### src/vme_bridge_consts.svh
// Purpose: Address map, codes and field positions of the VME bridge.
// Assumes: Short I/O window of 512 bytes, register index is A8..A1.
// Notes:   Definitions only.
`ifndef VME_BRIDGE_CONSTS_SVH
`define VME_BRIDGE_CONSTS_SVH

// ----------------------------------------------------------------
// Address modifiers and base address
// ----------------------------------------------------------------
`define AM_SHORT_SUP   6'h2d
`define AM_SHORT_USR   6'h29
`define BASE_FACTORY   7'h10

// ----------------------------------------------------------------
// Register indices inside the window (A8..A1)
// ----------------------------------------------------------------
`define CFG1_IDX       8'hf8
`define CFG2_IDX       8'hf9
`define RELEASE_IDX    8'h00
`define DMA_WIN_BIT    7

// ----------------------------------------------------------------
// Configuration fields and reset values
// ----------------------------------------------------------------
`define CFG1_RST       8'h00
`define CFG1_LVL_LSB   0
`define CFG1_BR_LSB    3
`define CFG1_ROR_BIT   5
`define CFG2_PRIV_BIT  0
`define CFG2_ADR_LSB   1
`define CFG2_ADR_RST   5'h00

// ----------------------------------------------------------------
// Instrument bus addressing commands
// ----------------------------------------------------------------
`define GP_LISTEN_BASE 7'h20
`define GP_TALK_BASE   7'h40
`define GP_UNLISTEN    7'h3f
`define GP_UNTALK      7'h5f

`endif

### src/vme_bridge_pkg.sv
// Purpose: Types shared by the VME bridge modules.
// Assumes: Active-low VME lines keep their _n polarity in the structs.
// Notes:   Open-collector lines are driven low or released (high).
package vme_bridge_pkg;

	typedef enum logic [2:0] {T_NONE, T_DMA, T_TLC, T_CFG1, T_CFG2}
		target_t;

	typedef struct packed {
		logic        as_n;
		logic        ds0_n;
		logic        ds1_n;
		logic        write_n;
		logic        iack_n;
		logic        iackin_n;
		logic        dtack_n;
		logic        berr_n;
		logic        bbsy_n;
		logic [3:0]  br_n;
		logic [3:0]  bg_in_n;
		logic [5:0]  am;
		logic [23:1] addr;
		logic [15:0] data;
	} vme_in_t;

	typedef struct packed {
		logic        dtack_n;
		logic        sd_oe;
		logic [15:0] sd;
		logic        iackout_n;
		logic [7:1]  irq_n;
		logic [3:0]  br_n;
		logic        bbsy_n;
		logic [3:0]  bg_out_n;
		logic        m_oe;
		logic        as_n;
		logic        ds0_n;
		logic        ds1_n;
		logic        write_n;
		logic [5:0]  am;
		logic [23:1] a;
		logic        md_oe;
		logic [15:0] md;
	} vme_out_t;

	typedef struct packed {
		logic        sel_tlc;
		logic        sel_dma;
		logic [7:0]  addr;
		logic        wr;
		logic [1:0]  be;
		logic [15:0] wdata;
		logic        strobe;
	} chip_out_t;

	typedef struct packed {
		logic [15:0] rdata;
		logic        ack;
		logic        irq;
		logic [7:0]  vector;
	} chip_in_t;

	typedef struct packed {
		logic        req;
		logic [23:1] addr;
		logic        odd;
		logic        word;
		logic        m2m;
		logic        wr;
		logic [5:0]  am;
		logic [15:0] wdata;
	} dma_req_t;

	typedef struct packed {
		logic        done;
		logic        err;
		logic [15:0] rdata;
	} dma_resp_t;

	typedef struct packed {
		logic        cmd_valid;
		logic [6:0]  cmd;
		logic        drive;
		logic [7:0]  data;
		logic        ppoll;
		logic [7:0]  ppoll_resp;
	} gpib_in_t;

	typedef struct packed {
		logic [7:0]  dio_o;
		logic [7:0]  dio_oe;
		logic        talker;
		logic        listener;
	} gpib_out_t;

endpackage : vme_bridge_pkg

### src/vme_space_decode.sv
// Purpose: Short I/O window and address modifier decode.
// Assumes: Inputs are stable while address strobe is low.
// Notes:   Purely combinational; the caller registers the outcome.
`timescale 1ns/1ps
`include "vme_bridge_consts.svh"

module vme_space_decode (
	input  wire logic                    [15:1] addr,
	input  wire logic                    [5:0]  am,
	input  wire logic                           priv_mode,
	input  wire logic                    [6:0]  base,
	output vme_bridge_pkg::target_t             target,
	output logic                         [7:0]  idx
);
	import vme_bridge_pkg::*;

	logic am_ok;

	always_comb begin
		// supervisor code only
		// user mode adds 29
		am_ok = (am == `AM_SHORT_SUP) ||
			(!priv_mode && am == `AM_SHORT_USR);
		idx = addr[8:1];
		// 512-byte window on A15..A9
		if (!am_ok || addr[15:9] != base) begin
			target = T_NONE;
		end else if (!idx[`DMA_WIN_BIT]) begin
			target = T_DMA;
		end else if (idx == `CFG1_IDX) begin
			target = T_CFG1;
		end else if (idx == `CFG2_IDX) begin
			target = T_CFG2;
		end else begin
			target = T_TLC;
		end
	end

endmodule : vme_space_decode

### src/vme_slave_bridge.sv
// Purpose: VME side of an instrument bus controller board.
// Assumes: All inputs synchronous to core_clk; chip ack is a level.
// Notes:   Slave, interrupter, DMA master and addressing state.
// Behaviour
// Answer only short I/O (A16) accesses with a matching modifier.
// Privileged mode accepts modifier 2D only.
// Non-privileged mode accepts modifiers 29 and 2D.
// Reset loads access mode from its strap; factory default privileged.
// Software rewrites access mode via a bit of config register 2.
// Claim a 512-byte window at the base address.
// Base bits come from strap block or compare address pins.
// Factory strap base address is 2000 hex.
// Chip and config registers use 8-bit odd byte transfers.
// DMA chip registers take word or even/odd byte transfers.
// Address-only cycles neither hang the bus nor transfer.
// Matching interrupt acknowledge returns status/ID on D00-D07.
// Interrupt request held until a designated register is written.
// Instrument bus DMA moves single even or odd bytes.
// Memory-to-memory DMA moves words or even/odd bytes.
// As master drive a 24-bit address.
// Software selects release-on-request bus ownership.
// A talker is unaddressed by its own listen address.
// A listener is unaddressed by its own talk address.
// Data lines three-state, open-collector during parallel poll.
// A15..A09 match the base, A08..A01 select a register.
`timescale 1ns/1ps
`include "vme_bridge_consts.svh"

module vme_slave_bridge (
	input  wire logic                    core_clk,
	input  wire logic                    rst,
	input  vme_bridge_pkg::vme_in_t      vme_i,
	output vme_bridge_pkg::vme_out_t     vme_o,
	input  wire logic                    access_mode_strap,
	input  wire logic [6:0]              base_address_strap_block,
	input  wire logic                    base_from_pins,
	input  wire logic [6:0]              compare_address_bits,
	input  vme_bridge_pkg::chip_in_t     chip_i,
	output vme_bridge_pkg::chip_out_t    chip_o,
	input  vme_bridge_pkg::dma_req_t     dma_i,
	output vme_bridge_pkg::dma_resp_t    dma_o,
	input  vme_bridge_pkg::gpib_in_t     gpib_i,
	output vme_bridge_pkg::gpib_out_t    gpib_o
);
	import vme_bridge_pkg::*;

	typedef enum logic [1:0] {S_IDLE, S_ACC, S_ACK, S_WAIT} slave_state_t;
	typedef enum logic [2:0] {M_IDLE, M_ARB, M_ADDR, M_DSTB, M_DATA,
		M_OWN} mast_state_t;

	slave_state_t s_state_r;
	mast_state_t  m_state_r;
	target_t      target;
	logic [7:0]   idx;
	logic [6:0]   base_r;
	logic [7:0]   cfg1_r;
	logic         priv_r;
	logic [4:0]   gp_addr_r;
	logic         irq_r;
	logic [2:0]   irq_lvl;
	logic [1:0]   br_sel;
	logic         ror_en;
	logic         slave_start;
	logic         width_ok;
	logic         iack_mine;
	logic         release_hit;
	logic         any_br;
	logic         byte_word;
	logic [1:0]   ds_pat_r;
	chip_out_t    chip_r;
	dma_resp_t    dma_r;
	logic         talker_r, listener_r;
	logic [7:0]   dio_o_r, dio_oe_r;
	logic         dtack_r;
	logic         sd_oe_r;
	logic [15:0]  sd_r;
	logic         iackout_r;
	logic [7:1]   irq_n_r;
	logic [3:0]   br_r;
	logic         bbsy_r;
	logic [3:0]   bg_out_r;
	logic         m_oe_r;
	logic         m_as_r;
	logic [1:0]   m_ds_r;
	logic         m_wr_n_r;
	logic [5:0]   m_am_r;
	logic [23:1]  m_a_r;
	logic         md_oe_r;
	logic [15:0]  md_r;

	// ------------------------------------------------------------
	// Decode
	// ------------------------------------------------------------
	// short I/O decode
	vme_space_decode u_decode (
		.addr      (vme_i.addr[15:1]),
		.am        (vme_i.am),
		.priv_mode (priv_r),
		.base      (base_r),
		.target    (target),
		.idx       (idx)
	);

	assign irq_lvl = cfg1_r[`CFG1_LVL_LSB +: 3];
	assign br_sel  = cfg1_r[`CFG1_BR_LSB +: 2];
	assign ror_en  = cfg1_r[`CFG1_ROR_BIT];
	assign any_br  = ~&vme_i.br_n;

	always_comb begin
		// odd byte only
		// DMA chip any width
		width_ok = (target == T_DMA) || (vme_i.ds1_n && !vme_i.ds0_n);
		// no data strobe, no start
		slave_start = (s_state_r == S_IDLE) && !vme_i.as_n &&
			vme_i.iack_n && target != T_NONE && width_ok &&
			!(vme_i.ds0_n && vme_i.ds1_n) && !m_oe_r;
		// acknowledge at our level
		iack_mine = (s_state_r == S_IDLE) && !vme_i.as_n &&
			!vme_i.iack_n && !vme_i.iackin_n && !vme_i.ds0_n &&
			irq_r && vme_i.addr[3:1] == irq_lvl && irq_lvl != 3'h0;
		release_hit = slave_start && !vme_i.write_n &&
			target == T_DMA && idx == `RELEASE_IDX;
	end

	// ------------------------------------------------------------
	// Base address and configuration
	// ------------------------------------------------------------
	always_ff @(posedge core_clk) begin
		// factory base while in reset
		if (rst) begin
			base_r <= `BASE_FACTORY;
		// one source of the two
		end else if (base_from_pins) begin
			base_r <= compare_address_bits;
		end else begin
			base_r <= base_address_strap_block;
		end
	end

	always_ff @(posedge core_clk) begin
		// strap caught at reset
		if (rst) begin
			cfg1_r    <= `CFG1_RST;
			priv_r    <= access_mode_strap;
			gp_addr_r <= `CFG2_ADR_RST;
		end else if (slave_start && !vme_i.write_n) begin
			if (target == T_CFG1) begin
				cfg1_r <= vme_i.data[7:0];
			end else if (target == T_CFG2) begin
				// software access mode
				priv_r    <= vme_i.data[`CFG2_PRIV_BIT];
				gp_addr_r <= vme_i.data[`CFG2_ADR_LSB +: 5];
			end
		end
	end

	// ------------------------------------------------------------
	// Slave cycle
	// ------------------------------------------------------------
	always_ff @(posedge core_clk) begin
		if (rst) begin
			s_state_r <= S_IDLE;
			dtack_r   <= 1'b1;
			sd_oe_r   <= 1'b0;
			sd_r      <= 16'h0000;
			iackout_r <= 1'b1;
			chip_r    <= '0;
		end else begin
			case (s_state_r)
			S_IDLE: begin
				if (iack_mine) begin
					// status/ID on low byte
					sd_r      <= {8'h00, chip_i.vector};
					sd_oe_r   <= 1'b1;
					dtack_r   <= 1'b0;
					s_state_r <= S_ACK;
				end else if (!vme_i.as_n && !vme_i.iack_n &&
					!vme_i.iackin_n) begin
					// Not ours: pass the acknowledge down the chain
					iackout_r <= 1'b0;
					s_state_r <= S_WAIT;
				end else if (slave_start) begin
					if (target == T_CFG1 || target == T_CFG2) begin
						sd_r    <= {8'h00, target == T_CFG1 ? cfg1_r :
							{2'b00, gp_addr_r, priv_r}};
						sd_oe_r <= vme_i.write_n;
						dtack_r <= 1'b0;
						s_state_r <= S_ACK;
					end else begin
						chip_r.sel_tlc <= (target == T_TLC);
						chip_r.sel_dma <= (target == T_DMA);
						chip_r.addr    <= idx;
						chip_r.wr      <= !vme_i.write_n;
						chip_r.be      <= {!vme_i.ds1_n, !vme_i.ds0_n};
						chip_r.wdata   <= vme_i.data;
						chip_r.strobe  <= 1'b1;
						s_state_r      <= S_ACC;
					end
				end
			end
			S_ACC: begin
				if (chip_i.ack) begin
					chip_r.strobe <= 1'b0;
					sd_r          <= chip_i.rdata;
					sd_oe_r       <= !chip_r.wr;
					dtack_r       <= 1'b0;
					s_state_r     <= S_ACK;
				end
			end
			S_ACK: begin
				if (vme_i.ds0_n && vme_i.ds1_n) begin
					dtack_r   <= 1'b1;
					sd_oe_r   <= 1'b0;
					s_state_r <= S_WAIT;
				end
			end
			default: begin
				// Rearm only once the address strobe is gone
				if (vme_i.as_n) begin
					iackout_r <= 1'b1;
					s_state_r <= S_IDLE;
				end
			end
			endcase
		end
	end

	// ------------------------------------------------------------
	// Interrupter
	// ------------------------------------------------------------
	always_ff @(posedge core_clk) begin
		if (rst) begin
			irq_r <= 1'b0;
		// set wins over release
		end else if (chip_i.irq) begin
			irq_r <= 1'b1;
		end else if (release_hit) begin
			irq_r <= 1'b0;
		end
	end

	always_ff @(posedge core_clk) begin
		if (rst) begin
			irq_n_r <= 7'h7f;
		end else begin
			for (int i = 1; i < 8; i++) begin
				irq_n_r[i] <= !(irq_r && irq_lvl == 3'(i));
			end
		end
	end

	// ------------------------------------------------------------
	// Bus master
	// ------------------------------------------------------------
	// byte only unless memory-to-memory
	// word allowed memory-to-memory
	assign byte_word = dma_i.word && dma_i.m2m;

	always_ff @(posedge core_clk) begin
		if (rst) begin
			bg_out_r <= 4'hf;
		end else begin
			for (int i = 0; i < 4; i++) begin
				bg_out_r[i] <= vme_i.bg_in_n[i] ||
					(br_sel == 2'(i) && m_state_r == M_ARB);
			end
		end
	end

	always_ff @(posedge core_clk) begin
		if (rst) begin
			m_state_r <= M_IDLE;
			br_r      <= 4'hf;
			bbsy_r    <= 1'b1;
			m_oe_r    <= 1'b0;
			m_as_r    <= 1'b1;
			m_ds_r    <= 2'b11;
			ds_pat_r  <= 2'b11;
			m_wr_n_r  <= 1'b1;
			m_am_r    <= 6'h00;
			m_a_r     <= 23'h000000;
			md_oe_r   <= 1'b0;
			md_r      <= 16'h0000;
			dma_r     <= '0;
		end else begin
			dma_r.done <= 1'b0;
			case (m_state_r)
			M_IDLE: begin
				if (dma_i.req && !dma_r.done) begin
					br_r      <= ~(4'h1 << br_sel);
					m_state_r <= M_ARB;
				end
			end
			M_ARB: begin
				if (!vme_i.bg_in_n[br_sel] && vme_i.bbsy_n &&
					vme_i.as_n) begin
					br_r      <= 4'hf;
					bbsy_r    <= 1'b0;
					m_state_r <= M_ADDR;
				end
			end
			M_ADDR: begin
				// 24-bit address out
				m_oe_r    <= 1'b1;
				m_a_r     <= dma_i.addr;
				m_am_r    <= dma_i.am;
				m_wr_n_r  <= !dma_i.wr;
				md_r      <= dma_i.wdata;
				md_oe_r   <= dma_i.wr;
				m_as_r    <= 1'b0;
				ds_pat_r  <= {!(byte_word || !dma_i.odd),
					!(byte_word || dma_i.odd)};
				m_state_r <= M_DSTB;
			end
			M_DSTB: begin
				m_ds_r    <= ds_pat_r;
				m_state_r <= M_DATA;
			end
			M_DATA: begin
				if (!vme_i.dtack_n || !vme_i.berr_n) begin
					m_as_r      <= 1'b1;
					m_ds_r      <= 2'b11;
					md_oe_r     <= 1'b0;
					dma_r.done  <= 1'b1;
					dma_r.err   <= !vme_i.berr_n;
					dma_r.rdata <= vme_i.data;
					// keep the bus only under ROR
					if (ror_en) begin
						m_state_r <= M_OWN;
					end else begin
						bbsy_r    <= 1'b1;
						m_oe_r    <= 1'b0;
						m_state_r <= M_IDLE;
					end
				end
			end
			default: begin
				// yield to any other request
				if (any_br || !ror_en) begin
					bbsy_r    <= 1'b1;
					m_oe_r    <= 1'b0;
					m_state_r <= M_IDLE;
				end else if (dma_i.req && !dma_r.done &&
					vme_i.dtack_n && vme_i.berr_n) begin
					m_state_r <= M_ADDR;
				end
			end
			endcase
		end
	end

	// ------------------------------------------------------------
	// Instrument bus addressing and drivers
	// ------------------------------------------------------------
	always_ff @(posedge core_clk) begin
		if (rst) begin
			talker_r   <= 1'b0;
			listener_r <= 1'b0;
		end else if (gpib_i.cmd_valid) begin
			if (gpib_i.cmd == (`GP_LISTEN_BASE | {2'b00, gp_addr_r})) begin
				// own listen address
				listener_r <= 1'b1;
				talker_r   <= 1'b0;
			end else if (gpib_i.cmd ==
				(`GP_TALK_BASE | {2'b00, gp_addr_r})) begin
				// own talk address
				talker_r   <= 1'b1;
				listener_r <= 1'b0;
			end else if (gpib_i.cmd == `GP_UNLISTEN) begin
				listener_r <= 1'b0;
			end else if (gpib_i.cmd[6:5] == 2'b10) begin
				// Untalk or another device's talk address
				talker_r <= 1'b0;
			end
		end
	end

	always_ff @(posedge core_clk) begin
		if (rst) begin
			dio_o_r  <= 8'h00;
			dio_oe_r <= 8'h00;
		// open-collector in poll
		end else if (gpib_i.ppoll) begin
			dio_o_r  <= 8'h00;
			dio_oe_r <= gpib_i.ppoll_resp;
		end else if (talker_r && gpib_i.drive) begin
			// Lines are negative logic: a one pulls low
			dio_o_r  <= ~gpib_i.data;
			dio_oe_r <= 8'hff;
		end else begin
			dio_o_r  <= 8'h00;
			dio_oe_r <= 8'h00;
		end
	end

	// ------------------------------------------------------------
	// Outputs
	// ------------------------------------------------------------
	assign vme_o.dtack_n   = dtack_r;
	assign vme_o.sd_oe     = sd_oe_r;
	assign vme_o.sd        = sd_r;
	assign vme_o.iackout_n = iackout_r;
	assign vme_o.irq_n     = irq_n_r;
	assign vme_o.br_n      = br_r;
	assign vme_o.bbsy_n    = bbsy_r;
	assign vme_o.bg_out_n  = bg_out_r;
	assign vme_o.m_oe      = m_oe_r;
	assign vme_o.as_n      = m_as_r;
	assign vme_o.ds0_n     = m_ds_r[0];
	assign vme_o.ds1_n     = m_ds_r[1];
	assign vme_o.write_n   = m_wr_n_r;
	assign vme_o.am        = m_am_r;
	assign vme_o.a         = m_a_r;
	assign vme_o.md_oe     = md_oe_r;
	assign vme_o.md        = md_r;
	assign chip_o          = chip_r;
	assign dma_o           = dma_r;
	assign gpib_o          = {dio_o_r, dio_oe_r, talker_r, listener_r};

endmodule : vme_slave_bridge

### config.mk
export PLATFORM = sky130hd
export DESIGN_NAME = vme_slave_bridge
export DESIGN_NICKNAME = d
export VERILOG_FILES = /design/src/vme_bridge_pkg.sv /design/src/vme_space_decode.sv /design/src/vme_slave_bridge.sv
export VERILOG_INCLUDE_DIRS = /design/src
export SDC_FILE = /design/constraint.sdc
export NUM_CORES = 1
export LEC_CHECK = 0
export BUFFER_PORTS_ARGS = -buffer_cell sky130_fd_sc_hd__buf_2
export CORE_MARGIN = 2
export CORE_UTILIZATION = 45
export CTS_BUF_LIST = sky130_fd_sc_hd__clkbuf_4 sky130_fd_sc_hd__clkbuf_8 sky130_fd_sc_hd__clkbuf_16
export CTS_CLUSTER_DIAMETER = 120
export DETAILED_ROUTE_END_ITERATION = 6
export GPL_ROUTABILITY_DRIVEN = 0
export GPL_TIMING_DRIVEN = 1
export HOLD_SLACK_MARGIN = 0.15
export PLACE_DENSITY_LB_ADDON = 0.08
export SLEW_MARGIN = 20
export SYNTH_ARGS = -nofsm -noshare
export SYNTH_HDL_FRONTEND = slang
export SYNTH_HIERARCHICAL = 1
export SYNTH_SLANG_ARGS = --single-unit
### constraint.sdc
create_clock -name core_clk -period 3.45 [get_ports core_clk]
set_input_delay 0.5175 -clock core_clk [delete_from_list [all_inputs] [get_ports core_clk]]
set_output_delay 0.5175 -clock core_clk [all_outputs]
set_load 0.02 [all_outputs]
==> results of run 1 <==
==> per-layer routing <==
layer	track usage	wire length, um	vias up	part of all wire
li1	-	-	3646	-
met1	0.275	8920	3223	0.41
met2	0.405	10700	244	0.50
met3	0.0684	1530	34	0.071
met4	0.0745	449	2	0.021
met5	0	7	-	0.00032
==> registers in the layout, indices dropped and copies added, names as in the netlist, 3 cells and up <==
signal,flops
sd_r,16
m_state_r,3
gp_addr_r,5
base_r,7
cfg1_r,8
dio_oe_r,8
chip_o,30
m_am_r,6
irq_n_r,7
br_r,4
md_r,16
m_a_r,23
dma_o,18
bg_out_r,4
dio_o_r,8
==> final cells by class <==
cell class                      instances  area (um2)  area share
Inverter                                9        33.8     0.00343
Multi-Input combinational cell        641        3560       0.361
Sequential cell                       181        3630       0.369
Clock inverter                         14         158      0.0160
Antenna cell                            5        12.5     0.00127
Clock buffer                           18         439      0.0446
Timing Repair Buffer                  340        1740       0.177
Tap cell                              220         275      0.0279
==> Yosys cell counts, drive strengths merged, types with 3 or more instances <==
| cell | number |
|---|---|
| a31oi | 3 |
| or3b | 11 |
| and3 | 3 |
| nor2 | 59 |
| nand2 | 233 |
| or2 | 3 |
| dfxtp | 180 |
| o21a | 4 |
| a311oi | 9 |
| buf | 35 |
| nor3 | 16 |
| mux2 | 3 |
| inv | 9 |
| a21oi | 118 |
| xnor2 | 5 |
| nand2b | 12 |
| o211ai | 11 |
| nor4 | 3 |
| ha | 5 |
| nand3 | 13 |
| o21ai | 20 |
| nand4 | 3 |
| mux2i | 30 |
| clkbuf | 42 |
| o31ai | 5 |
| a211oi | 5 |
| o32a | 3 |
| or3 | 4 |
| xor2 | 9 |
| nor3b | 5 |
| nor2b | 11 |
==> report_power, final <==
group	total, uW	switching, uW	internal [uW]
clock	1900	910	988
sequential	2280	74.6	2210
combinational	1050	637	414
total	5230	1620	3610
==> stage by stage <==
stage	utilization	hold WS [ns]
CTS	0.595	0.216
floorplan	-	0.439
global placement	0.559	0.439
finish	0.596	0.232
global route	0.596	0.218
detailed placement	0.559	0.443
==> how the worst max path moves through the flow <==
stage	to	cells after the start	from	slack (ns)
after floorplan	sd_r[0]	10	vme_i[28]	0.64
after global placement	chip_o[11]	12	vme_i[28]	0.31
after detailed placement	chip_o[16]	12	vme_i[28]	0.31
after CTS	chip_o[16]	11	base_r[4]	0.59
after global routing	chip_o[3]	11	base_r[4]	0.34
final	chip_o[1]	11	base_r[4]	0.57
==> kinds of logic (layout without fill, tap and decap cells) <==
| family | after synthesis | after routing | share of synthesized area |
|---|---|---|---|
| compound gates | 198 | 198 | 0.162 |
| xor+xnor | 14 | 14 | 0.0162 |
| fa+ha+maj | 5 | 5 | 0.00824 |
| buf+inv | 86 | 381 | 0.0542 |
| flops | 181 | 181 | 0.479 |
| mux | 33 | 33 | 0.0440 |
| other cells | 0 | 5 | 0 |
| simple gates | 391 | 391 | 0.237 |
==> metrics.md, run 1 <==
| Metric | Value |
|---|---|
| Post-DP HPWL | `15700 um` |
| Seq/Total Area, Yosys | `0.479` |
| Final-report setup violation count | `0` |
| Post-Layout Cell Count | `1428` |
| Die Ht | `134 um` |
| CP required | `3.80 ns` |
| Area share of the largest cell type after synthesis | `0.475` |
| Leading post-synthesis cells by cell area | `dfxtp_1 (47%), nand2_1 (12%), a21oi_1 (7.7%), mux2i_1 (4.0%), nor2_1 (2.9%)` |
| Layout Skew | `0.0113 ns` |
| Most used DFF post-synth | `dfxtp_1` |
| Horiz. Die Dim | `134 um` |
| Most common cell after layout, fill and taps aside | `buf_2` |
| FF-to-FF path depth | `11` |
| Cell taking the most area after synthesis | `dfxtp_1` |
| Post-Place Worst Slack | `0.308 ns` |
| Mapped Area | `7590 um2` |
| Via/cell ratio | `5.01` |
| Ordered list of cells on the worst path | `xor2_1 > nor4_4 > nand4_1 > nor2_1 > nor3b_1 > buf_4 > nand2b_1 > nand2b_1 > buf_4 > nand2_1 > a21oi_1` |
| Mean Syn Cell Area | `8.36 um2` |
| Power density cells | `531 nW/um2` |
| Reg2reg end | `chip_o[1]` |
| Final slew viol count | `0` |
| Hold Vio Cnt, Final | `0` |
| Most frequent cells in the layout | `buf_2 (324), nand2_1 (233), dfxtp_1 (180)` |
| Post-Syn Instances | `908` |
| Slowest CP cell | `nor3b_1` |
| CP max FO | `24` |
| Clk root buf | `clkbuf_16` |
| WL final | `21600 um` |
| Max Freq | `348 MHz` |
| Share of layout cells above drive strength 1 | `0.337` |
| Total vias in the final route | `7149` |
| Clock slew at reported path FFs | `0.08 ns` |
| Crit path capture type | `flip-flop` |
| Initial antenna violation count | `5` |
| R2R Setup Slk | `0.57 ns` |
| Skew-Pair Late Insertion Delay | `0.43 ns` |
| Nets | `1377` |
| Setup TNS | `0 ns` |
| Max_slew headroom | `0.511` |
| Syn nets | `1095` |
| Maximum clock insertion buffer count | `2` |
| Lkg Pwr | `0.00439 uW` |
| Synth async-reset ratio | `0` |
| RSZ-0062 raised after global routing | `no` |
| CTS tree | `built` |
| Synth warn | `6` |
| IO Pins | `334` |
| Synth Register Bits | `181` |
| Fin crit share | `0.833` |
| Count of max-cap constraint violations | `0` |
| Hold Buf Count CTS | `0` |
| Crit path max-delay family | `simple AND/OR/NAND/NOR gates` |
| DP Area | `9240 um2` |
| Core area | `16500 um2` |
| R2R Path Start | `base_r[4]` |
| Maximum vdd drop | `421 uV` |
| Setup CP Type | `flip-flop to flip-flop` |
| Post-DRT Antenna Nets | `0` |
| Critical Path Start Type | `flip-flop` |
| EDFF count, synth | `1` |
| Drt wl/cell | `15.1 um` |
| Worst Setup Slack, final | `0.575 ns` |
| # rows | `47` |
| Pin count of the biggest net entering global routing | `54` |
| Least-Margin Pin Slew | `0.731 ns` |
| Post-route cell area | `9850 um2` |
| Period minus WS final | `2.88 ns` |
| I/O Buffers | `325` |
| Clock sinks | `181` |
| Post-route DRC | `0` |
| CP arrival | `3.23 ns` |
| Htree depth | `4` |
| Total Power | `5230 uW` |
| Placed Cells | `1391` |
| CTS buffer count | `17` |
| DIE AREA | `17900 um2` |
| Initial Utilization | `0.459` |
| Post-CTS Resized | `0` |
| Outcome | `completed` |
| GRT Total Usage | `0.233` |
| # fillers | `1593` |
| Slowest cell delay on critical path | `0.45 ns` |
| Hold Path Stages | `2` |
| Starting DRC count in detailed routing | `280` |
| HP Start | `gpib_i[10]` |
| First-pass GRT wire length | `33600 um` |
| Area Growth Syn to Fin | `29.8%` |
| First drt pass iteration count | `5` |
| GRT Residual Overflow | `0` |
| Hold Path Class | `input pin to flip-flop` |
| Vias in the first global route | `6797` |
| WHS Endpoint | `dio_o_r[1]` |
| Post-synthesis cell type count | `68` |
| Worst path bufs/invs | `2` |
| Post-CTS Setup Bufs | `0` |
(Power assumes the default switching activity.)
==> inputs of run 2 (changes only) <==
CORE_UTILIZATION = 43   (was 45)
clock period = 2.4 ns   (was 3.45 ns; I/O delays follow)
==> metrics.md, run 2 (synthesis results as in run 1) <==
| Metric | Value |
|---|---|
| WL final | `23600 um` |
| RSZ-0062 raised after global routing | `yes` |
| GRT Total Usage | `0.243` |
| Skew-Pair Late Insertion Delay | `0.42 ns` |
| Final slew viol count | `0` |
| Drt wl/cell | `15.8 um` |
| Worst Setup Slack, final | `-0.220 ns` |
| Critical Path Start Type | `flip-flop` |
| Clock sinks | `181` |
| Core area | `17300 um2` |
| CP required | `2.74 ns` |
| I/O Buffers | `325` |
| Nets | `1441` |
| Hold Path Stages | `3` |
| First-pass GRT wire length | `35500 um` |
| Htree depth | `4` |
| Clk root buf | `clkbuf_16` |
| Share of layout cells above drive strength 1 | `0.372` |
| Initial Utilization | `0.439` |
| Hold Slack | `0.167 ns` |
| Crit path capture type | `flip-flop` |
| GRT Residual Overflow | `0` |
| Most frequent cells in the layout | `buf_2 (324), nand2_1 (233), dfxtp_1 (177)` |
| Max Freq | `382 MHz` |
| HP Start | `dma_i[17]` |
| Post-route DRC | `0` |
| Vias in the first global route | `7041` |
| Failing checks | `negative setup slack` |
| CP max FO | `5` |
| FF-to-FF path depth | `11` |
| Area Growth Syn to Fin | `41.4%` |
| CTS tree | `built` |
| Clock slew at reported path FFs | `0.07 ns` |
| Count of max-cap constraint violations | `0` |
| Power density cells | `737 nW/um2` |
| # fillers | `1585` |
| Die Ht | `137 um` |
| DIE AREA | `18700 um2` |
| Maximum clock insertion buffer count | `2` |
| Total Power | `7920 uW` |
| Via/cell ratio | `5.02` |
| Fin crit share | `1.09` |
| Most common cell after layout, fill and taps aside | `buf_2` |
| IO Pins | `334` |
| Final-report setup violation count | `50` |
| R2R Path Start | `base_r[4]` |
| Horiz. Die Dim | `137 um` |
| Ant diodes | `0` |
| Max_slew headroom | `0.547` |
| Pin count of the biggest net entering global routing | `59` |
| # rows | `48` |
| Outcome | `finished, violations left` |
| Flip-flop count of the largest register after layout | `30` |
| Period minus WS final | `2.62 ns` |
| CTS buffer count | `17` |
| Total vias in the final route | `7478` |
| Setup CP Type | `flip-flop to flip-flop` |
| Post-DP HPWL | `16900 um` |
| Lkg Pwr | `0.00478 uW` |
| Critical Path Start | `base_r[4]` |
| Hold Vio Cnt, Final | `0` |
| Post-DRT Antenna Nets | `0` |
| Least-Margin Pin Slew | `0.679 ns` |
| CP arrival | `2.96 ns` |
| Initial antenna violation count | `0` |
| Layout Skew | `0.0116 ns` |
| First drt pass iteration count | `5` |
| Hold Path Class | `input pin to flip-flop` |
| Starting DRC count in detailed routing | `270` |
| Maximum vdd drop | `510 uV` |
[run 2: path summary, 6_finish.rpt]
check	endpoint	slack, ns
setup / recovery	sd_r[4]	-0.22
setup reg to reg	sd_r[4]	-0.22
hold reg to reg	dma_o[1]	0.45
hold / removal	m_am_r[1]	0.17
[run 2: layout make-up]
cell class,instances,area [um2],share of cell area
Inverter,9,33.8,0.00315
Tap cell,225,282,0.0262
Multi-Input combinational cell,641,3770,0.351
Sequential cell,181,3640,0.339
Timing Repair Buffer,404,2450,0.229
Clock buffer,17,425,0.0396
Clock inverter,14,134,0.0125
[run 2: metrics by stage]
stage	utilization	instance area (um2)	TNS, ns	cells	setup slack [ns]
after floorplan	-	7660	-4.21	908	-0.139
after global placement	0.553	9570	-18.43	1421	-0.404
after detailed placement	0.553	9570	-18.83	1421	-0.414
after CTS	0.618	10700	-7.52	1490	-0.219
after global routing	0.621	10700	-14.62	1491	-0.345
final	0.621	10700	-7.21	1491	-0.220
[run 2: layer usage]
metal	GRT usage	routed length [um]
met2	0.430	11600
met1	0.280	9630
met4	0.0876	524
met3	0.0652	1810
met5	0	0
[run 2: what timing repair did]
item / CTS / global route
hold buffers: 29 / 0
cloned: 2 / 0
setup buffers: 7 / 1
hold endpoints to repair: 28 / 0
endpoints found under the setup margin: 53 / 63
resized for setup: 42 / 11
pin swaps: 32 / 6
[run 2: worst max-delay path, cell delays in order (launching register included)]
cell      delay, ns
dfxtp_2        0.33
xor2_2         0.15
nor4_4         0.31
nand3_1        0.14
a21oi_2        0.12
or3b_4         0.39
a211o_4        0.37
o21ai_4        0.21
buf_12         0.15
buf_16         0.11
nor3_4         0.04
a311oi_2       0.22
[run 2: power breakdown]
part	leakage [uW]	switching [uW]	total, uW	internal (uW)
clock network	0.000275	1310	2680	1380
logic	0.00304	1040	1940	905
registers	0.00147	111	3290	3180
total	0.00478	2460	7920	5460
